**src/common/lj_inc_pkg.sv**
```systemverilog
// package: constants and types for the long jump / register increment execution block
package lj_inc_pkg;

	// ----------------------------------------
	// widths
	// ----------------------------------------
	localparam int WORD_W = 16;
	localparam int DATA_W = 8;
	localparam int PC_W = 21;
	localparam int LIT_W = 20;
	localparam int BANK_W = 4;
	localparam int ADDR_W = 12;
	localparam int FLAG_W = 5;

	// ----------------------------------------
	// opcode prefixes
	// ----------------------------------------
	localparam logic [7:0] JUMP_FIRST_PREFIX = 8'hEF;
	localparam logic [3:0] JUMP_SECOND_PREFIX = 4'hF;
	localparam logic [5:0] INCR_PREFIX = 6'h0A;

	// ----------------------------------------
	// instruction word field positions
	// ----------------------------------------
	localparam int INCR_DEST_BIT = 9;
	localparam int INCR_BANK_BIT = 8;

	// ----------------------------------------
	// status flag positions
	// ----------------------------------------
	localparam int FLAG_C = 0;
	localparam int FLAG_DC = 1;
	localparam int FLAG_Z = 2;
	localparam int FLAG_OV = 3;
	localparam int FLAG_N = 4;

	// ----------------------------------------
	// quarter phases (value of the phase counter)
	// ----------------------------------------
	localparam logic [1:0] PHASE_Q1 = 2'h0;
	localparam logic [1:0] PHASE_Q2 = 2'h1;
	localparam logic [1:0] PHASE_Q3 = 2'h2;
	localparam logic [1:0] PHASE_Q4 = 2'h3;

	// ----------------------------------------
	// reset values
	// ----------------------------------------
	localparam logic [PC_W-1:0] PC_RESET = 21'h000000;
	localparam logic [DATA_W-1:0] WREG_RESET = 8'h00;
	localparam logic [FLAG_W-1:0] FLAGS_RESET = 5'h00;

	// ----------------------------------------
	// access bank mapping defaults
	// ----------------------------------------
	localparam logic [DATA_W-1:0] ACCESS_SPLIT_DEFAULT = 8'h80;
	localparam logic [BANK_W-1:0] ACCESS_LOW_BANK_DEFAULT = 4'h0;
	localparam logic [BANK_W-1:0] ACCESS_HIGH_BANK_DEFAULT = 4'hF;

	typedef enum logic [2:0] {
		ST_IDLE,
		ST_JUMP_WORD2,
		ST_JUMP_NOP,
		ST_INCR
	} exec_state_type;

endpackage

```
**src/common/incr_if.sv**
```systemverilog
// interface: operand and result between the execution core and the incrementer
`timescale 1ns/1ns
interface incr_if;
	logic [7:0] operand;
	logic [7:0] result;
	logic [4:0] flags;

	modport core (output operand, input result, input flags);
	modport alu (input operand, output result, output flags);
endinterface

```
**src/hw/incr_alu.sv**
```systemverilog
// module: 8-bit add-one unit with status flag generation
`timescale 1ns/1ns
module incr_alu (
	// operand in, result and flags out
	incr_if.alu bus
);
	import lj_inc_pkg::*;

	logic [8:0] sum;

	always_comb begin
		sum = {1'b0, bus.operand} + 9'h001;
		bus.result = sum[7:0];
		bus.flags = FLAGS_RESET;
		bus.flags[FLAG_C] = sum[8];
		// nibble carry only happens when the low nibble was all ones
		bus.flags[FLAG_DC] = (bus.operand[3:0] == 4'hF);
		bus.flags[FLAG_Z] = (sum[7:0] == 8'h00);
		// adding one to a positive value overflows only at the sign boundary
		bus.flags[FLAG_OV] = (sum[7:0] == 8'h80);
		bus.flags[FLAG_N] = sum[7];
	end
endmodule // incr_alu

```
**src/hw/long_jump_and_increment_exec.sv**
```systemverilog
// module: execution of the two-word long jump and the register increment
//
// Contract
// - long jump is two words: prefix EF with low byte, prefix F with bits 19..8.
// - long jump loads the 20-bit literal into program counter bits 20..1.
// - long jump takes two cycles; PC written end of first; second cycle all no-ops.
// - increment reads the 8-bit register and adds one; jump leaves flags alone.
// - destination bit 0 writes working register, 1 writes back to the source register.
// - bank bit 0 addresses the access bank, ignoring the bank select register.
// - bank bit 1 addresses the bank chosen by the bank select register.
`timescale 1ns/1ns
module long_jump_and_increment_exec #(
	parameter logic [7:0] ACCESS_SPLIT = lj_inc_pkg::ACCESS_SPLIT_DEFAULT,
	parameter logic [3:0] ACCESS_LOW_BANK = lj_inc_pkg::ACCESS_LOW_BANK_DEFAULT,
	parameter logic [3:0] ACCESS_HIGH_BANK = lj_inc_pkg::ACCESS_HIGH_BANK_DEFAULT
) (
	// clock and reset
	input wire logic i_core_clk,
	input wire logic i_reset,
	// program memory
	input wire logic [lj_inc_pkg::WORD_W-1:0] i_instr_word,
	input wire logic i_instr_valid,
	// bank select
	input wire logic [lj_inc_pkg::BANK_W-1:0] i_bank_select_register,
	// data register file
	output logic o_reg_rd_en,
	output logic [lj_inc_pkg::ADDR_W-1:0] o_reg_addr,
	input wire logic [lj_inc_pkg::DATA_W-1:0] i_reg_rd_data,
	output logic o_reg_wr_en,
	output logic [lj_inc_pkg::DATA_W-1:0] o_reg_wr_data,
	// working register, flags, program counter
	output logic [lj_inc_pkg::DATA_W-1:0] o_wreg,
	output logic [lj_inc_pkg::FLAG_W-1:0] o_status,
	output logic [lj_inc_pkg::PC_W-1:0] o_pc,
	output logic o_pc_load,
	// phase and activity
	output logic [1:0] o_phase,
	output logic o_busy
);
	import lj_inc_pkg::*;

	// ----------------------------------------
	// state
	// ----------------------------------------
	typedef struct packed {
		logic [1:0] phase;
		exec_state_type state;
		logic [7:0] jump_low;
		logic dest_reg;
		logic [ADDR_W-1:0] addr;
		logic rd_en;
		logic wr_en;
		logic [DATA_W-1:0] wr_data;
		logic [DATA_W-1:0] wreg;
		logic [FLAG_W-1:0] status;
		logic [PC_W-1:0] pc;
		logic pc_load;
		logic busy;
	} exec_regs_type;

	localparam exec_regs_type REGS_RESET = '{
		phase: PHASE_Q1,
		state: ST_IDLE,
		jump_low: 8'h00,
		dest_reg: 1'b1,
		addr: 12'h000,
		rd_en: 1'b0,
		wr_en: 1'b0,
		wr_data: 8'h00,
		wreg: WREG_RESET,
		status: FLAGS_RESET,
		pc: PC_RESET,
		pc_load: 1'b0,
		busy: 1'b0
	};

	exec_regs_type r;
	exec_regs_type next_r;

	// ----------------------------------------
	// incrementer
	// ----------------------------------------
	incr_if alu_bus ();

	incr_alu u_incr_alu (
		.bus(alu_bus.alu)
	);

	// register file answers one clock after the read strobe, during Q3
	assign alu_bus.operand = i_reg_rd_data;

	// ----------------------------------------
	// instruction word fields
	// ----------------------------------------
	logic [7:0] op_byte;
	logic [3:0] op_nibble;
	logic [5:0] op_incr;
	logic [11:0] lit_high;
	logic [7:0] lit_low;
	logic dest_bit;
	logic bank_bit;

	// sliced once, so the decoders and the datapath always read the same bits
	always_comb begin
		op_byte = i_instr_word[15:8];
		op_nibble = i_instr_word[15:12];
		op_incr = i_instr_word[15:10];
		lit_high = i_instr_word[11:0];
		lit_low = i_instr_word[7:0];
		dest_bit = i_instr_word[INCR_DEST_BIT];
		bank_bit = i_instr_word[INCR_BANK_BIT];
	end

	// ----------------------------------------
	// decode helpers
	// ----------------------------------------
	logic is_jump_first;
	logic is_jump_second;
	logic is_incr;
	logic [7:0] f_field;
	logic [BANK_W-1:0] access_bank;

	always_comb begin
		is_jump_first = (op_byte == JUMP_FIRST_PREFIX);
		is_jump_second = (op_nibble == JUMP_SECOND_PREFIX);
		is_incr = (op_incr == INCR_PREFIX);
		f_field = lit_low;
		// the access bank splits the 8-bit field at ACCESS_SPLIT, into its low and high halves by default
		if (f_field < ACCESS_SPLIT) begin
			access_bank = ACCESS_LOW_BANK;
		end else begin
			access_bank = ACCESS_HIGH_BANK;
		end
	end

	// ----------------------------------------
	// next state
	// ----------------------------------------
	always_comb begin
		next_r = r;
		// the phase counter is the divider: one instruction cycle is four clocks
		next_r.phase = r.phase + 2'h1;
		next_r.rd_en = 1'b0;
		next_r.wr_en = 1'b0;
		next_r.pc_load = 1'b0;
		case (r.state)
			ST_IDLE: begin
				if (r.phase == PHASE_Q1 && i_instr_valid) begin
					if (is_jump_first) begin
						next_r.jump_low = lit_low;
						next_r.state = ST_JUMP_WORD2;
					end else if (is_incr) begin
						next_r.dest_reg = dest_bit;
						if (bank_bit) begin
							next_r.addr = {i_bank_select_register, f_field};
						end else begin
							next_r.addr = {access_bank, f_field};
						end
						next_r.rd_en = 1'b1;
						next_r.state = ST_INCR;
					end
				end
			end
			ST_JUMP_WORD2: begin
				// second word is presented by program memory during Q4
				if (r.phase == PHASE_Q4) begin
					if (is_jump_second) begin
						next_r.pc = {lit_high, r.jump_low, 1'b0};
						next_r.pc_load = 1'b1;
					end
					next_r.state = ST_JUMP_NOP;
				end
			end
			ST_JUMP_NOP: begin
				// whole second cycle is a no-op; incoming words are ignored
				if (r.phase == PHASE_Q4) begin
					next_r.state = ST_IDLE;
				end
			end
			ST_INCR: begin
				if (r.phase == PHASE_Q3) begin
					next_r.status = alu_bus.flags;
					if (r.dest_reg) begin
						next_r.wr_en = 1'b1;
						next_r.wr_data = alu_bus.result;
					end else begin
						next_r.wreg = alu_bus.result;
					end
					next_r.state = ST_IDLE;
				end
			end
			default: begin
				next_r.state = ST_IDLE;
			end
		endcase
		// registered so the activity flag carries no decode glitch
		next_r.busy = (next_r.state != ST_IDLE);
	end

	// ----------------------------------------
	// registers
	// ----------------------------------------
	always_ff @(posedge i_core_clk or posedge i_reset) begin
		if (i_reset) begin
			r <= REGS_RESET;
		end else begin
			r <= next_r;
		end
	end

	// ----------------------------------------
	// outputs
	// ----------------------------------------
	assign o_reg_rd_en = r.rd_en;
	assign o_reg_addr = r.addr;
	assign o_reg_wr_en = r.wr_en;
	assign o_reg_wr_data = r.wr_data;
	assign o_wreg = r.wreg;
	assign o_status = r.status;
	assign o_pc = r.pc;
	assign o_pc_load = r.pc_load;
	assign o_phase = r.phase;
	assign o_busy = r.busy;

endmodule // long_jump_and_increment_exec

```
**config.mk**
```make
export PLATFORM = sky130hd
export DESIGN_NAME = long_jump_and_increment_exec
export DESIGN_NICKNAME = d
export VERILOG_FILES = /design/src/common/lj_inc_pkg.sv /design/src/common/incr_if.sv /design/src/hw/incr_alu.sv /design/src/hw/long_jump_and_increment_exec.sv
export SDC_FILE = /design/constraint.sdc
export NUM_CORES = 1
export LEC_CHECK = 0
export BUFFER_PORTS_ARGS = -buffer_cell sky130_fd_sc_hd__buf_4
export CAP_MARGIN = 0
export CORE_MARGIN = 2
export CORE_UTILIZATION = 56
export DETAILED_ROUTE_END_ITERATION = 8
export PLACE_DENSITY = 0.84
export SETUP_SLACK_MARGIN = 0.3
export SKIP_CTS_REPAIR_TIMING = 1
export SYNTH_ARGS = -nofsm -noshare
export SYNTH_HDL_FRONTEND = slang
export SYNTH_SLANG_ARGS = --single-unit
export TNS_END_PERCENT = 5
```
**constraint.sdc**
```tcl
create_clock -name i_core_clk -period 3.3 [get_ports i_core_clk]
set_input_delay 0.495 -clock i_core_clk [delete_from_list [all_inputs] [get_ports i_core_clk]]
set_output_delay 0.495 -clock i_core_clk [all_outputs]
set_load 0.02 [all_outputs]
```
# ---- Word-level counts from Yosys, hierarchy flattened
# Index checks and enable logic that the tools add are counted.
dict set report totals {
  n_memories 0
  ramBits 0
  input_bits 31
  regBits 71
  rom_bits 0
  word_cells 59
  output_inout_bits 60
  latchBits 0
}
dict set report classes {
  bitwise_logic 2
  reduce_logical 11
  div 0
  magnitude_cmp 1
  n_eq_ne 10
  shift 0
  addsub 2
  n_mux 20
  multipliers 0
}
# operator n
set op_table {}
lappend op_table {{$mux W22} 2}
lappend op_table {{$mux W14} 2}
lappend op_table {{$mux W25} 1}
lappend op_table {{$eq A8 B8 Y1 const B} 2}
lappend op_table {{$mux W8} 2}
lappend op_table {{$mux W3} 5}
lappend op_table {{$mux W12} 1}
lappend op_table {{$pmux W3 S4} 1}
lappend op_table {{$reduce_and A3 Y1} 4}
lappend op_table {{$add A8 B1 Y9 const B} 1}
lappend op_table {{$mux W9} 1}
lappend op_table {{$eq A4 B4 Y1 const B} 2}
lappend op_table {{$logic_not A8 Y1} 1}
lappend op_table {{$lt A8 B8 Y1 const B} 1}
lappend op_table {{$eq A3 B2 Y1 const B} 2}
lappend op_table {{$eq A6 B4 Y1 const B} 1}
lappend op_table {{$eq A2 B2 Y1 const B} 2}
lappend op_table {{$mux W1} 4}
lappend op_table {{$mux W4} 1}
lappend op_table {{$reduce_and A4 Y1} 1}
lappend op_table {{$eq A3 B1 Y1 const B} 1}
lappend op_table {{$logic_not A3 Y1} 1}
lappend op_table {{$reduce_bool A3 Y1} 1}
lappend op_table {{$add A2 B1 Y2 const B} 1}
lappend op_table {{4 further kinds} 5}

# ---- Longest topological paths before layout
dict set report depth {
  word_depth 8
  mapped_depth 8
  depth_no_buf 6
}

# ---- Modules after synthesis
# Synthesis repeated with hierarchy kept, for this count alone.
dict set report hier_totals {
  cells_unflattened 266
  hier_area_um2 3607.2
}
# module seq_area_each_um2 area_per_inst_um2 n_inst cells_per_inst
set by_module_without_submodules {}
lappend by_module_without_submodules {long_jump_and_increment_exec 1778.0 3393.3 1 237}
lappend by_module_without_submodules {incr_alu 0.0 214.0 1 29}

# ---- Least setup slack after synthesis
# No wires, ideal clock.
dict set report synth_path {
  path_kind {input-to-reg}
  from {input i_reg_rd_data[0] in the netlist's numbering}
  to {register r, in the netlist o_status[2]}
  t_required_ns 3.178
  setup_ns 0.122
  path_buffers 0
  stages 5
  t_arrival_ns 1.534
  setup_slack_ns 1.645
  cell_sequence {ha_1 > nand2_1 > or3_1 > and3_1 > a32o_1}
}
dict set report synth_between {
  elab_chain_len 2
}
# item line
set synth_lines {}
lappend synth_lines {{start: declaration} long_jump_and_increment_exec.sv:28} ;# input wire logic [lj_inc_pkg::DATA_W-1:0] i_reg_rd_data,
lappend synth_lines {{$add A8 B1 Y9} incr_alu.sv:12} ;# sum = {1'b0, bus.operand} + 9'h001;
lappend synth_lines {{$logic_not A8 Y1} incr_alu.sv:18} ;# bus.flags[FLAG_Z] = (sum[7:0] == 8'h00);
lappend synth_lines {{end signal: assignment} long_jump_and_increment_exec.sv:207} ;# r <= next_r;
lappend synth_lines {{end: declaration} long_jump_and_increment_exec.sv:77} ;# exec_regs_type r;
# Every way passes these cells.
# A chain may end at the register's enable or synchronous reset.

# ---- Worst setup path after layout
dict set report layout_path {
  from {register r, in the netlist o_phase[0]}
  to {register r, in the netlist o_reg_wr_data[1]}
}
dict set report layout_between {
  elab_chain_len 2
}
# item line
set layout_lines {}
lappend layout_lines {{$eq A2 B2 Y1} long_jump_and_increment_exec.sv:181} ;# if (r.phase == PHASE_Q3) begin
lappend layout_lines {{$reduce_and A3 Y1 (no line)} -}
# Every way passes these cells.

==> impl_metrics.toml <==
[synthesis]
synth_ff_type = "dfrtp_1"
syn_avg_cell_area_um2 = 11.8
synth_edf_count = 0
synth_top_area_share_pct = 52.2
synth_commonest_cells = "70 x dfrtp_1, 57 x buf_4, 39 x mux2_2"
synth_top_area_cell = "dfrtp_1"
yosysWarnings = 0
async_flop_share_pct = 100
synthCells = 284
syn_area_um2 = 3350
synthMostInstantiatedCell = "dfrtp_1"
yosysSeqAreaShare_pct = 53.0
synth_area_leaders = "dfrtp_1 52%, mux2_2 13%, buf_4 13%"
synth_seq_cells = 71
synth_cell_types = 36

[sta]
setup_viol = 0
finalHoldViolCount = 0
slew_headroom_pct = 38.7
skew_ps = 7.06
slew_viol_final = 0
fmax_mhz = 493
tightestPinTransition_ps = 918
whs_ps = 379
period_share_pct = 61.4
rsz0062_at_grt = "no"
setup_ws_ps = 1270
fin_setup_tns_ps = 0
period_needed_ps = 2030

[placement]
pre_cts_slack_ps = 1270
gp_congestion = 0.871
placed_cells = 389
place.port_buffers = 89
hpwlAfterDp_um = 4440
placedInstanceArea_um2 = 3670

[power_and_ir_drop]
p_clk_share_pct = 36.3
p_leak_nw = 1.98
swShare_pct = 23.2
p_seq_share_pct = 56.8
powerDensity_nw_per_um2 = 407
combPwrFrac_pct = 6.9
p_int_mw = 1.20
switchingPower_mw = 0.360
peakVddDrop_v = 0.000271
p_total_mw = 1.56

[setup_path]
startpoint_type = "register"
cpMaxStageDelayCell = "nor2_4"
r2r_start = "o_phase[0]"
cp.required_ps = 3510
cp_cell_sequence = "inv_1 > ha_1 > nand4b_1 > nor2_4 > mux2_2"
crit_path_max_incr_delay_ps = 430
endpoint_kind = "register"
crit_fanout = 16
crit_arrival_ps = 2240
startpoint = "o_phase[0]"
critPathKind = "register to register"

[route]
num_vias = 2094
wl_um = 6040
ant_nets = 0
drt-wirelength-per-cell_um = 14.9
via_per_inst = 5.17
drt_pass1_iterations = 4
drc = 0
drtIter0Drc = 110

[global_route]
grt_pass1_wl_um = 10100
grt_usage_pct = 20.3
grt_max_degree = 47
grt_pass1_vias = 2123
antenna_found_initial = 0
grt.overflow.total = 0

[final_layout]
diodes = 0
num-nets-final = 360
drive_gt1_share_pct = 46.7
fin_cells = 405
fin_area_um2 = 3830
syn_to_final_growth_pct = 14.2
post-route-util_pct = 65.4

[clock_network]
cts_max_path_buffers = 2
clk_pin_slew_ps = 70
clock_latency_ps = 330
root_buffer = "clkbuf_8"
h-tree-depth = 3
clock_sinks = 71
cts_made_buffers = 9
cts_tree = "built"

[run]
maxCapViolations = 0

[hold_path]
min_path_type = "input port to asynchronous set/reset pin"

[die]
die_area_um2 = 6620
die_w_um = 81.4
die_h_um = 81.4
core_um2 = 5850
pin_count = 91
num_rows = 28
start_util_pct = 57.3

[run_status]
status = "finished clean"
==> routing by layer <==
layer	vias up	share of wire (%)	track usage (%)	wire length (um)
met5	-	0	0	0
met4	0	1.2	9.15	70
met3	9	4.9	5.44	294
met2	61	50	32.0	3000
met1	1034	44	26.2	2670
li1	990	-	-	-
==> power by group through the flow <==
stage	Clock, mW	Combinational (mW)	Sequential [mW]
final	0.564	0.108	0.884
after global routing	0.635	0.121	0.884
after CTS	0.587	0.110	0.884
after detailed placement	0	0.110	0.901
after global placement	0	0.107	0.900
after floorplan	0	0.0599	0.899
==> flip-flops by register name (all words and copies together) (netlist names) <==
signal,flops
o_pc,20
o_reg_addr,12
r,12
o_reg_wr_data,8
o_wreg,8
o_status,5
o_phase,2
o_busy,1
o_pc_load,1
o_reg_rd_en,1
o_reg_wr_en,1
==> path summary, 6_finish.rpt <==
check	endpoint	slack (ps)	depth (start not counted)
setup / recovery	o_reg_wr_data[1]	1270	5
hold / removal	o_reg_addr[5]	380	2
setup reg to reg	o_reg_wr_data[1]	1270	5
hold reg to reg	o_wreg[2]	490	2
max in group asynchronous	o_pc[7]	2190	3
min in group i_core_clk	o_reg_wr_data[0]	400	2
==> logic make-up (layout without fill, tap and decap cells) <==
family                   Yosys count  count (layout)  share of synthesized area, %
AO/OA/AOI/OAI                     39              39                          6.83
XOR/XNOR                           4               4                          1.04
adder cells (fa/ha/maj)            4               4                          1.49
buffers and inverters             69             114                          14.7
flip-flops                        71              71                          53.0
multiplexers                      39              39                          13.1
other                              1               2                         0.112
AND/OR/NAND/NOR                   57              57                          9.70
==> area by class of cell <==
| class | count | area, um^2 |
|---|---|---|
| Clock inverter | 4 | 22.5 |
| Clock buffer | 12 | 135 |
| Fill cell | 460 | 2020 |
| Multi-Input combinational cell | 145 | 1090 |
| Timing Repair Buffer | 92 | 691 |
| Tap cell | 75 | 93.8 |
| Sequential cell | 71 | 1780 |
| Inverter | 6 | 22.5 |
==> critical path, delay by kind of cell, from the launching register on <==
family	cells	cell delay, ps
multiplexers	1	370
adder cells (fa/ha/maj)	1	200
AND/OR/NAND/NOR	2	830
buffers and inverters	1	110
flip-flops	1	410
==> cells in the final DEF (no fill, tap or decap), types with 2 or more instances in the layout <==
master    netlist  layout
a21o_1          5       5
o21ai_0        13      13
conb_1          1       2
nor2_4          2       2
nand2_1        22      22
or3_1           2       2
xor2_1          2       2
xnor2_1         2       2
mux2_2         39      39
inv_1           6       5
ha_1            4       4
clkbuf_8        0       9
clkbuf_1        0       3
nor2_1          9       9
buf_4          57      92
a21oi_1        14      14
o31ai_1         2       2
nand4_1         3       3
dfrtp_1        70      70
nand3_1         7       7
clkinv_2        0       3
a211oi_1        2       2
and3_1          2       2
(Power assumes the default switching activity.)
